File: src/splc_consts.vh
// Functional notes
// - Working register fifteen is the stack pointer for every push and pop.
// - Pointer holds next free word; stack grows toward higher addresses.
// - Pop decrements before the access; push increments after the write.
// - Call pushes zero-extend the counter, so the upper word's top byte is clear; the low word is pushed whole.
// - Exception pushes put the status low byte in the upper word's top byte.
// - Limit register gets no defined value from reset.
// - Bit zero of pointer and limit is forced to zero.
// - Only push effective addresses formed from the pointer are compared with the limit; pops are not.
// - Push at pointer equal to limit is fine; the next push traps.
// - Pointer address below 0x0800 raises an underflow stack error.
`ifndef SPLC_CONSTS_VH
`define SPLC_CONSTS_VH
`define SPLC_ADDR_SP      8'h1E
`define SPLC_ADDR_LIM     8'h20
`define SPLC_ADDR_STAT    8'h40
`define SPLC_ADDR_MASK    8'h42
`define SPLC_SP_RST       16'h0800
`define SPLC_SFR_TOP      16'h0800
`define SPLC_WORD_STEP    16'h0002
`define SPLC_ALIGN_MASK   16'hFFFE
`define SPLC_BIT_OVF      0
`define SPLC_BIT_UNF      1
`define SPLC_OP_NONE      2'h0
`define SPLC_OP_PUSH      2'h1
`define SPLC_OP_POP       2'h2
`define SPLC_OP_LOAD      2'h3
`define SPLC_PK_DATA      2'h0
`define SPLC_PK_CALL      2'h1
`define SPLC_PK_EXC       2'h2
`endif

File: src/splc_limit_cmp.v
`include "splc_consts.vh"

// Compares one effective address against the limit and the special function space
module splc_limit_cmp #(
  parameter W = 16
) (
  input  wire [W-1:0] ea_i,      // Effective address from the pointer
  input  wire [W-1:0] lim_i,     // Aligned limit value
  input  wire         push_i,    // Address belongs to a push
  output wire         ovf_o,     // Overflow past the limit
  output wire         unf_o      // Underflow into special function space
);

  // Strictly greater, so a push exactly at the limit passes
  assign ovf_o = push_i && (ea_i > lim_i);
  assign unf_o = (ea_i < `SPLC_SFR_TOP);

endmodule // splc_limit_cmp

File: src/splc_stack_ptr.v
`include "splc_consts.vh"

module splc_stack_ptr #(
  parameter W = 16
) (
  input  wire         clk_sys_i,   // Core clock
  input  wire         srst_i,      // Synchronous reset, active high
  input  wire [7:0]   reg_addr_i,  // Register address
  input  wire [W-1:0] reg_wdata_i, // Register write data
  input  wire         reg_wr_i,    // Register write strobe
  input  wire         reg_rd_i,    // Register read strobe
  output reg  [W-1:0] reg_rdata_o, // Read data, cycle after strobe
  input  wire [1:0]   stk_op_i,    // None, push, pop, load pointer
  input  wire [1:0]   push_kind_i, // Data, call low/high, exception
  input  wire         push_hi_i,   // Push carries counter upper word
  input  wire [W-1:0] push_data_i, // Data or counter word to push
  input  wire [7:0]   srl_i,       // Status low byte
  input  wire [W-1:0] sp_load_i,   // New pointer for a load
  output wire [W-1:0] ea_o,        // Effective address of this access
  output wire [W-1:0] wr_data_o,   // Word to write on a push
  output wire         wr_en_o,     // Push write enable
  output reg          trap_o,      // Stack error trap pulse
  output wire [W-1:0] sp_o,        // Current stack pointer
  output wire         irq_o        // Level interrupt
);

  reg  [W-1:0] sp_r;
  reg  [W-1:0] sp_nxt;
  reg  [W-1:0] lim_r;
  reg  [1:0]   stat_r;
  reg  [1:0]   mask_r;
  reg  [1:0]   stat_nxt;
  reg  [W-1:0] wdat;
  wire         is_push;
  wire         is_pop;
  wire         ovf;
  wire         unf;
  wire [1:0]   evt;

  // Word alignment applied wherever a pointer or limit is stored
  function [W-1:0] align;
    input [W-1:0] v;
    begin
      align = v & `SPLC_ALIGN_MASK;
    end
  endfunction

  assign is_push = (stk_op_i == `SPLC_OP_PUSH);
  assign is_pop  = (stk_op_i == `SPLC_OP_POP);

  // Push writes at the pointer, pop reads one word below it
  assign ea_o = is_pop ? (sp_r - `SPLC_WORD_STEP) : sp_r;
  assign sp_o = sp_r;

  splc_limit_cmp #(
    .W      (W)
  ) u_cmp (
    .ea_i   (ea_o),
    .lim_i  (lim_r),
    .push_i (is_push),
    .ovf_o  (ovf),
    .unf_o  (unf)
  );

  // Only pointer accesses are checked; idle cycles raise nothing
  assign evt = {unf && (is_push || is_pop), ovf};

  // Build the pushed word by kind
  always @* begin
    wdat = push_data_i;
    case (push_kind_i)
      `SPLC_PK_CALL: begin
        if (push_hi_i) wdat = {8'h00, push_data_i[7:0]};
      end
      `SPLC_PK_EXC: begin
        if (push_hi_i) wdat = {srl_i, push_data_i[7:0]};
      end
      default: wdat = push_data_i;
    endcase
  end

  assign wr_data_o = wdat;
  // A trapping push still writes; the trap handler sees the state
  assign wr_en_o = is_push;

  // Pointer next value
  always @* begin
    sp_nxt = sp_r;
    case (stk_op_i)
      `SPLC_OP_PUSH: sp_nxt = sp_r + `SPLC_WORD_STEP;
      `SPLC_OP_POP:  sp_nxt = sp_r - `SPLC_WORD_STEP;
      `SPLC_OP_LOAD: sp_nxt = align(sp_load_i);
      default:       sp_nxt = sp_r;
    endcase
    if (reg_wr_i && reg_addr_i == `SPLC_ADDR_SP) sp_nxt = align(reg_wdata_i);
  end

  // Pointer register and trap pulse
  always @(posedge clk_sys_i) begin
    if (srst_i) begin
      sp_r   <= `SPLC_SP_RST;
      trap_o <= 1'b0;
    end else begin
      sp_r   <= align(sp_nxt);
      trap_o <= |evt;
    end
  end

  // Limit has no reset branch: software must load it before use
  always @(posedge clk_sys_i) begin
    if (reg_wr_i && reg_addr_i == `SPLC_ADDR_LIM) lim_r <= align(reg_wdata_i);
  end

  // Sticky status: a new event beats a same-cycle write-one clear
  always @* begin
    stat_nxt = stat_r;
    if (reg_wr_i && reg_addr_i == `SPLC_ADDR_STAT) stat_nxt = stat_r & ~reg_wdata_i[1:0];
    stat_nxt = stat_nxt | evt;
  end

  always @(posedge clk_sys_i) begin
    if (srst_i) begin
      stat_r <= 2'h0;
      mask_r <= 2'h0;
    end else begin
      stat_r <= stat_nxt;
      if (reg_wr_i && reg_addr_i == `SPLC_ADDR_MASK) mask_r <= reg_wdata_i[1:0];
    end
  end

  assign irq_o = |(stat_r & mask_r);

  // Read port; unmapped reads return zero. Limit reads undefined before first write.
  always @(posedge clk_sys_i) begin
    if (srst_i) begin
      reg_rdata_o <= {W{1'b0}};
    end else if (reg_rd_i) begin
      case (reg_addr_i)
        `SPLC_ADDR_SP:   reg_rdata_o <= sp_r;
        `SPLC_ADDR_LIM:  reg_rdata_o <= lim_r;
        `SPLC_ADDR_STAT: reg_rdata_o <= {{(W-2){1'b0}}, stat_r};
        `SPLC_ADDR_MASK: reg_rdata_o <= {{(W-2){1'b0}}, mask_r};
        default:         reg_rdata_o <= {W{1'b0}};
      endcase
    end else begin
      reg_rdata_o <= {W{1'b0}};
    end
  end

endmodule // splc_stack_ptr

File: config.mk
export PLATFORM = sky130hd
export DESIGN_NAME = splc_stack_ptr
export DESIGN_NICKNAME = d
export VERILOG_FILES = /design/src/splc_limit_cmp.v /design/src/splc_stack_ptr.v
export VERILOG_INCLUDE_DIRS = /design/src
export SDC_FILE = /design/constraint.sdc
export NUM_CORES = 1
export LEC_CHECK = 0
export ABC_AREA = 1
export BUFFER_PORTS_ARGS = -buffer_cell sky130_fd_sc_hd__clkbuf_2
export CAP_MARGIN = 20
export CELL_PAD_IN_SITES_DETAIL_PLACEMENT = 0
export CELL_PAD_IN_SITES_GLOBAL_PLACEMENT = 1
export CORE_MARGIN = 2
export CORE_UTILIZATION = 38
export CTS_CLUSTER_SIZE = 24
export DETAILED_ROUTE_END_ITERATION = 10
export PLACE_DENSITY = 0.95
export SLEW_MARGIN = 20
export SYNTH_ARGS = -nofsm -noshare
export SYNTH_HDL_FRONTEND = slang
export SYNTH_SLANG_ARGS = --single-unit
File: constraint.sdc
create_clock -name clk_sys_i -period 7.1 [get_ports clk_sys_i]
set_input_delay 1.42 -clock clk_sys_i [delete_from_list [all_inputs] [get_ports clk_sys_i]]
set_output_delay 1.42 -clock clk_sys_i [all_outputs]
set_load 0.02 [all_outputs]
==> flow_summary_export.csv, run 1 <==
group,metric,value,unit
clocking,clockRootBuffer,"clkbuf_8",
clocking,cts.hold.buffers_added,0,
clocking,cts.sinks,51,
floorplanning,io_pins,140,
floorplanning,core_area,9860,um^2
floorplanning,row_count,36,
timing,rsz0062_at_grt,"no",
timing,relSlewSlack,24.2,%
cells_and_area,syn2layout_area_growth,16.9,%
setup_path,endpoint_kind,"output pin",
global_route,grt_pass1_vias,3859,
timing,min_period,4.98,ns
timing,fin_setup_tns,0,ns
logic_synthesis,avgSynthCellArea,7.04,um^2
placement,dpl.hpwl,8580,um
timing,fmax,201,MHz
cells_and_area,nets,742,
drt,drt-wirelength-per-cell,14.6,um
clocking,post-cts-setup-buffers,0,
timing,fin_skew,0.00724,ns
logic_synthesis,synthCells,553,
cells_and_area,multi_input_comb_area,2180,um^2
drt,vias,4005,
run,max-cap-violations,0,
timing,tightest_slew,1.13,ns
global_route,top_usage_layer,"met2",
drt,wl,11400,um
power_and_ir_drop,power_leakage,2.19,nW
drt,ant_nets,0,
logic_synthesis,yosysWarnings,0,
power_and_ir_drop,ir_worst_vdd,0.000105,V
cells_and_area,seq_area,1170,um^2
cells_and_area,fill_cells,1018,
global_route,grt_max_degree,30,
setup_path,crit_fanout,20,
min_path,hp-class,"reg2reg",
drt,post-route-drc-count,0,
drt,first_pass_iters,4,
power_and_ir_drop,power-per-cell-area,180,nW/um^2
timing,whs,0.487,ns
global_route,grtUsageMet3,3.24,%
cells_and_area,drive_above_1_share,28.3,%
clocking,cts_resized,0,
logic_synthesis,ys_seq_area_share,30.1,%
timing,final_hold_viol_count,0,
floorplanning,die_h,105,um
drt,drtIter0Drc,162,
floorplanning,die_x,105,um
logic_synthesis,synth_cell_types,41,
status,status,"completed",
drt,post_drt_via_cell_ratio,5.13,
timing,fin_crit_sh,70.1,%
placement,finalWeightedCongestion,0.875,
setup_path,cp.arrival,3.56,ns
clocking,cts_tree,"built",
clocking,path_clk_slew,0.10,ns
global_route,antenna_found_initial,0,
floorplanning,start_util,39.4,%
cells_and_area,fin_util,46.1,%
logic_synthesis,synth_seq_cells,51,
timing,drv_slew,0,
global_route,grt.met1_usage,27.1,%
floorplanning,fp.dieArea,11100,um^2
clocking,cts_buffer_depth,2,
setup_path,crit_type,"in2out",
setup_path,worstPathRequired,5.68,ns
timing,setup_violations,0,
clocking,cts_made_buffers,5,
setup_path,start_kind,"input port",
global_route,global_route.usage.total,20.7,%
logic_synthesis,syn_area,3890,um^2
clocking,clk_latency,0.31,ns
global_route,grtUsageMet2,34.9,%
global_route,grt_pass1_wl,18700,um
clocking,htreeDepth,2,
cells_and_area,diodes,0,
placement,port_buffers,120,
global_route,grt.overflow.total,0,
==> Yosys cell counts <==
library cell	count	area, um^2
nand4_2	1	12.5
o211ai_1	3	22.5
o21ai_2	2	17.5
o22ai_1	15	93.8
buf_2	8	40.0
nor2_2	18	113
or2_4	1	8.76
o21a_1	1	7.51
xor2_1	3	26.3
buf_6	6	67.6
and2_1	1	6.26
buf_4	14	105
nor4b_1	1	8.76
a31oi_1	5	31.3
or2_2	4	25.0
o21ai_0	42	210
o31ai_1	1	7.51
or2_0	1	6.26
nor2_1	28	105
nand3_4	1	17.5
nand2_1	106	398
buf_1	1	3.75
nor2_4	4	45.0
inv_1	77	289
dfxtp_1	36	721
nor3_1	3	15.0
nand3_1	34	170
a21oi_1	54	270
o21bai_1	1	7.51
edfxtp_1	15	450
nand3_2	10	100
o221ai_1	1	8.76
nor3_2	2	20.0
nand4_1	10	62.6
ha_1	23	288
clkbuf_1	6	22.5
conb_1	1	3.75
inv_2	4	15.0
nor3_4	1	16.3
nand3b_1	2	15.0
nand2_2	6	37.5
==> power by group <==
part / leakage, nW / switching [W] / internal (W)
registers: 0.428 / 0.0000259 / 0.000310
logic: 1.70 / 0.000175 / 0.0000917
clock network: 0.0651 / 0.000105 / 0.000113
total: 2.19 / 0.000306 / 0.000515
==> placed cells by master, fill, tap and decap left out, types with 3 or more instances in the layout <==
cell / n
dfxtp_1: 36
inv_1: 77
nand3_1: 34
nor3_1: 3
nor2_1: 27
inv_2: 4
nand2_2: 6
xor2_1: 3
a21oi_1: 54
nor2_4: 4
nor2_2: 19
or2_2: 4
nand4_1: 10
edfxtp_1: 15
clkbuf_2: 120
ha_1: 23
a31oi_1: 5
o21ai_0: 42
clkbuf_8: 5
nand3_2: 10
o22ai_1: 15
nand2_1: 106
o211ai_1: 3
==> stage by stage <==
step           cells  area (um^2)  power, W  worst slack [ns]
6_report         780         4550  0.000820              2.12
5_1_grt          780         4550  0.000871              1.98
4_1_cts          780         4550  0.000824              2.17
3_5_place_dp     772         4430  0.000608              2.16
3_3_place_gp     772         4430  0.000604              2.17
2_1_floorplan    554         3890  0.000533              3.12
==> sequential cells by signal, summed over array words and instances (netlist names) <==
register     cells
mask_r           2
sp_o            15
trap_o           1
reg_rdata_o     16
lim_r           15
stat_r           2
==> cells by family (layout without fill, tap and decap cells) <==
family / after synthesis / count (layout) / share of synthesized area (%)
flops: 51 / 51 / 30.1
simple gates: 234 / 234 / 30.4
other cells: 1 / 2 / 0.0964
fa+ha+maj: 23 / 23 / 7.40
buf+inv: 116 / 209 / 14.0
xor+xnor: 3 / 3 / 0.675
compound gates: 125 / 125 / 17.4
==> critical path, stage by stage <==
cell      delay (ns)
clkbuf_2        0.10
inv_1           0.06
ha_1            0.72
inv_1           0.46
or2_2           0.41
o21ai_0         0.14
clkbuf_2        0.25
==> metal layers <==
metal  part of all wire [%]  vias to the layer above
li1                       -                     2009
met3                    5.3                       11
met2                     48                      121
met5                      0                        -
met1                     46                     1864
met4                    1.1                        0
==> cell type report <==
type,instances,area share (%)
inverter,81,6.68
timing repair buffer,120,13.2
clock inverter,1,0.137
sequential,51,25.7
tap,133,3.66
multi-input combinational,387,48.0
clock buffer,7,2.61
==> final timing paths <==
| check | slack [ns] | cells after the start | endpoint | startpoint |
|---|---|---|---|---|
| setup / recovery | 2.12 | 7 | ea_o[2] | stk_op_i[0] |
| hold / removal | 0.49 | 2 | mask_r[0] | mask_r[0] |
| setup reg to reg | 4.26 | 13 | trap_o | sp_o[1] |
| hold reg to reg | 0.49 | 2 | mask_r[0] | mask_r[0] |
No activity file was read; power rests on OpenSTA's default activity.
==> inputs of run 2 (changes only) <==
--- a/config.mk
+++ b/config.mk
@@ -6,16 +6,16 @@
 export SDC_FILE = /design/constraint.sdc
 export NUM_CORES = 1
 export LEC_CHECK = 0
-export ABC_AREA = 1
+export ABC_AREA = 0
 export BUFFER_PORTS_ARGS = -buffer_cell sky130_fd_sc_hd__clkbuf_2
 export CAP_MARGIN = 20
 export CELL_PAD_IN_SITES_DETAIL_PLACEMENT = 0
 export CELL_PAD_IN_SITES_GLOBAL_PLACEMENT = 1
 export CORE_MARGIN = 2
-export CORE_UTILIZATION = 38
+export CORE_UTILIZATION = 36
 export CTS_CLUSTER_SIZE = 24
 export DETAILED_ROUTE_END_ITERATION = 10
-export PLACE_DENSITY = 0.95
+export PLACE_DENSITY = 0.93
 export SLEW_MARGIN = 20
 export SYNTH_ARGS = -nofsm -noshare
 export SYNTH_HDL_FRONTEND = slang
==> constraint.sdc (replaced) <==
create_clock -name clk_sys_i -period 4.7 [get_ports clk_sys_i]
set_input_delay 0.94 -clock clk_sys_i [delete_from_list [all_inputs] [get_ports clk_sys_i]]
set_output_delay 0.94 -clock clk_sys_i [all_outputs]
set_load 0.02 [all_outputs]
==> run 2 against run 1 <==
  * Synthesized cell count is 18% lower
  * Sequential share of layout area grew 0.37 points
  * Cell area shrank 1.4%
  * Critical path depth rose by 5
  * Die area rose by 2.7%
==> flow_summary_export.csv, run 2 <==
group,metric,value,unit
status,status,"completed",
setup_path,reg2reg_slack,1.12,ns
global_route,grt_pass1_vias,3573,
timing,fin_setup_tns,0,ns
placement,dp_slack,0.994,ns
placement,finalWeightedCongestion,0.920,
drt,post-route-drc-count,0,
logic_synthesis,synth_commonest_cells,"43 x nor2_1, 40 x nand2_1, 36 x dfxtp_1",
cells_and_area,seq_area,1170,um^2
timing,worst_slack,1.12,ns
timing,fin_crit_sh,76.2,%
drt,post_drt_via_cell_ratio,5.54,
clocking,cts_resized,0,
placement,port_buffers,120,
placement,dpl.hpwl,8770,um
setup_path,crit_fanout,17,
setup_path,endpoint_kind,"register",
logic_synthesis,yosys.cell_count.top_type,"nor2_1",
timing,drv_slew,0,
setup_path,r2r-end,"trap_o",
logic_synthesis,synth_top_cell_area_share,19.0,%
power_and_ir_drop,power_leakage,1.98,nW
global_route,grt.overflow.total,0,
setup_path,r2r_cells,12,
clocking,cts_tree,"built",
clocking,cts_buffer_depth,2,
drt,wl,11400,um
logic_synthesis,synth_edf_count,15,
cells_and_area,fill_cells,1039,
power_and_ir_drop,power-per-cell-area,276,nW/um^2
logic_synthesis,avgSynthCellArea,8.38,um^2
cells_and_area,largest_register_ffs,16,
clocking,clk_latency,0.32,ns
drt,first_pass_iters,7,
logic_synthesis,yosysWarnings,0,
timing,setup_violations,0,
logic_synthesis,synth_seq_cells,51,
cells_and_area,mostFrequentLayoutCells,"120 x clkbuf_2, 43 x nor2_1, 40 x nand2_1",
cells_and_area,nets,638,
floorplanning,fp.dieArea,11400,um^2
drt,vias,3764,
global_route,global_route.usage.total,19.5,%
timing,tightest_slew,1.00,ns
timing,fmax,279,MHz
logic_synthesis,synthArstFlopShare,0,%
cells_and_area,syn2layout_area_growth,18.4,%
clocking,cts.sinks,51,
clocking,htreeDepth,2,
setup_path,crit_start,"sp_o[3]",
global_route,grt_max_degree,27,
cells_and_area,final_common_cell,"clkbuf_2",
min_path,hp-class,"reg2reg",
cells_and_area,multi_input_comb_area,2260,um^2
drt,ant_nets,0,
floorplanning,die_h,107,um
run,max-cap-violations,0,
logic_synthesis,synth_top_cell_by_area,"dfxtp_1",
setup_path,endpoint,"trap_o",
drt,drtIter0Drc,283,
cells_and_area,fin_cells,679,
logic_synthesis,synthTopCellsByArea,"dfxtp_1 19%, edfxtp_1 12%, ha_1 7.6%",
logic_synthesis,syn_area,3790,um^2
floorplanning,die_x,107,um
timing,fin_skew,0.0124,ns
logic_synthesis,ys_seq_area_share,30.9,%
timing,min_period,3.58,ns
timing,rsz0062_at_grt,"no",
setup_path,crit_type,"reg2reg",
placement,placedCellCount,671,
floorplanning,io_pins,140,
cells_and_area,drive_above_1_share,27.6,%
logic_synthesis,ys.flop_type,"dfxtp_1",
timing,relSlewSlack,33.1,%
drt,drt-wirelength-per-cell,16.8,um
cells_and_area,diodes,0,
min_path,holdPathStages,2,
logic_synthesis,synth_cell_types,62,
setup_path,cp.arrival,3.80,ns
timing,whs,0.533,ns
setup_path,worstPathRequired,4.91,ns
timing,final_hold_viol_count,0,
floorplanning,row_count,37,
setup_path,reg2reg_from,"sp_o[3]",
power_and_ir_drop,ir_worst_vdd,0.000128,V
cells_and_area,largest_register,"reg_rdata_o",
clocking,cts.hold.buffers_added,0,
setup_path,start_kind,"register",
global_route,grt_pass1_wl,17900,um
clocking,path_clk_slew,0.09,ns
floorplanning,start_util,36.9,%
logic_synthesis,synthCells,452,
clocking,post-cts-setup-buffers,0,
clocking,clockRootBuffer,"clkbuf_8",
clocking,cts_made_buffers,5,
power_and_ir_drop,total_power,0.00124,W
global_route,antenna_found_initial,0,
floorplanning,core_area,10300,um^2
-- run 2: cell count changes after synthesis, moves of 21 or more --
| cell | previous run | this run |
|---|---|---|
| xnor2_1 | 0 | 21 |
| o21ai_0 | 42 | 15 |
| inv_1 | 77 | 30 |
| nand2_1 | 106 | 40 |
| a21oi_1 | 54 | 16 |
| nand3_1 | 34 | 13 |
-- run 2: critical path, stage by stage (launching register included) --
cell,delay (ns)
dfxtp_1,0.53
nor4_4,0.70
and3_1,0.36
nand4_1,0.13
xor2_1,0.25
inv_1,0.10
ha_1,0.33
nand4_1,0.15
inv_1,0.07
a221oi_1,0.33
a2111oi_0,0.17
buf_4,0.17
a31o_1,0.18
-- run 2: kinds of logic after synthesis --
| group | synth area share, % |
|---|---|
| xor+xnor | 7.40 |
| other cells | 0.0989 |
| mux | 1.09 |
| flops | 30.9 |
| simple gates | 22.3 |
| compound gates | 21.1 |
| fa+ha+maj | 7.59 |
| buf+inv | 9.57 |
-- run 2: metal layers --
layer / up-vias / wire [um] / track usage [%] / part of all wire, %
li1: 1807 / - / - / -
met1: 1755 / 4620 / 23.9 / 41
met2: 188 / 5640 / 34.8 / 50
met3: 14 / 982 / 3.83 / 8.6
met4: 0 / 153 / 5.29 / 1.3
met5: - / 0 / 0 / 0
-- run 2: power breakdown --
group	total [W]	internal (W)	switching (W)
logic	0.000411	0.000164	0.000248
registers	0.000523	0.000467	0.0000550
clock network	0.000303	0.000151	0.000152
total	0.00124	0.000782	0.000454
-- run 2: worst min-delay path by stage --
| stage | start | end | slack [ns] |
|---|---|---|---|
| 3_5_place_dp | mask_r[0] | mask_r[0] | 0.52 |
| 2_1_floorplan | stat_r[0] | stat_r[0] | 0.47 |
| 4_1_cts | mask_r[0] | mask_r[0] | 0.54 |
| 6_report | mask_r[0] | mask_r[0] | 0.53 |
| 3_3_place_gp | mask_r[1] | mask_r[1] | 0.50 |
| 5_1_grt | mask_r[0] | mask_r[0] | 0.56 |
-- run 2: area by class of cell --
type | count | share of cell area [%]
Tap cell | 136 | 3.79
Clock buffer | 7 | 2.40
Clock inverter | 1 | 0.112
Inverter | 32 | 2.68
Timing Repair Buffer | 127 | 14.6
Sequential cell | 51 | 26.1
Multi-Input combinational cell | 325 | 50.4
-- run 2: through the flow --
stage          utilization (%)  instance area, um^2
6_report                  43.7                 4490
4_1_cts                   43.7                 4490
2_1_floorplan                -                 3790
3_5_place_dp              42.6                 4370
3_3_place_gp              42.6                 4370
5_1_grt                   43.7                 4490
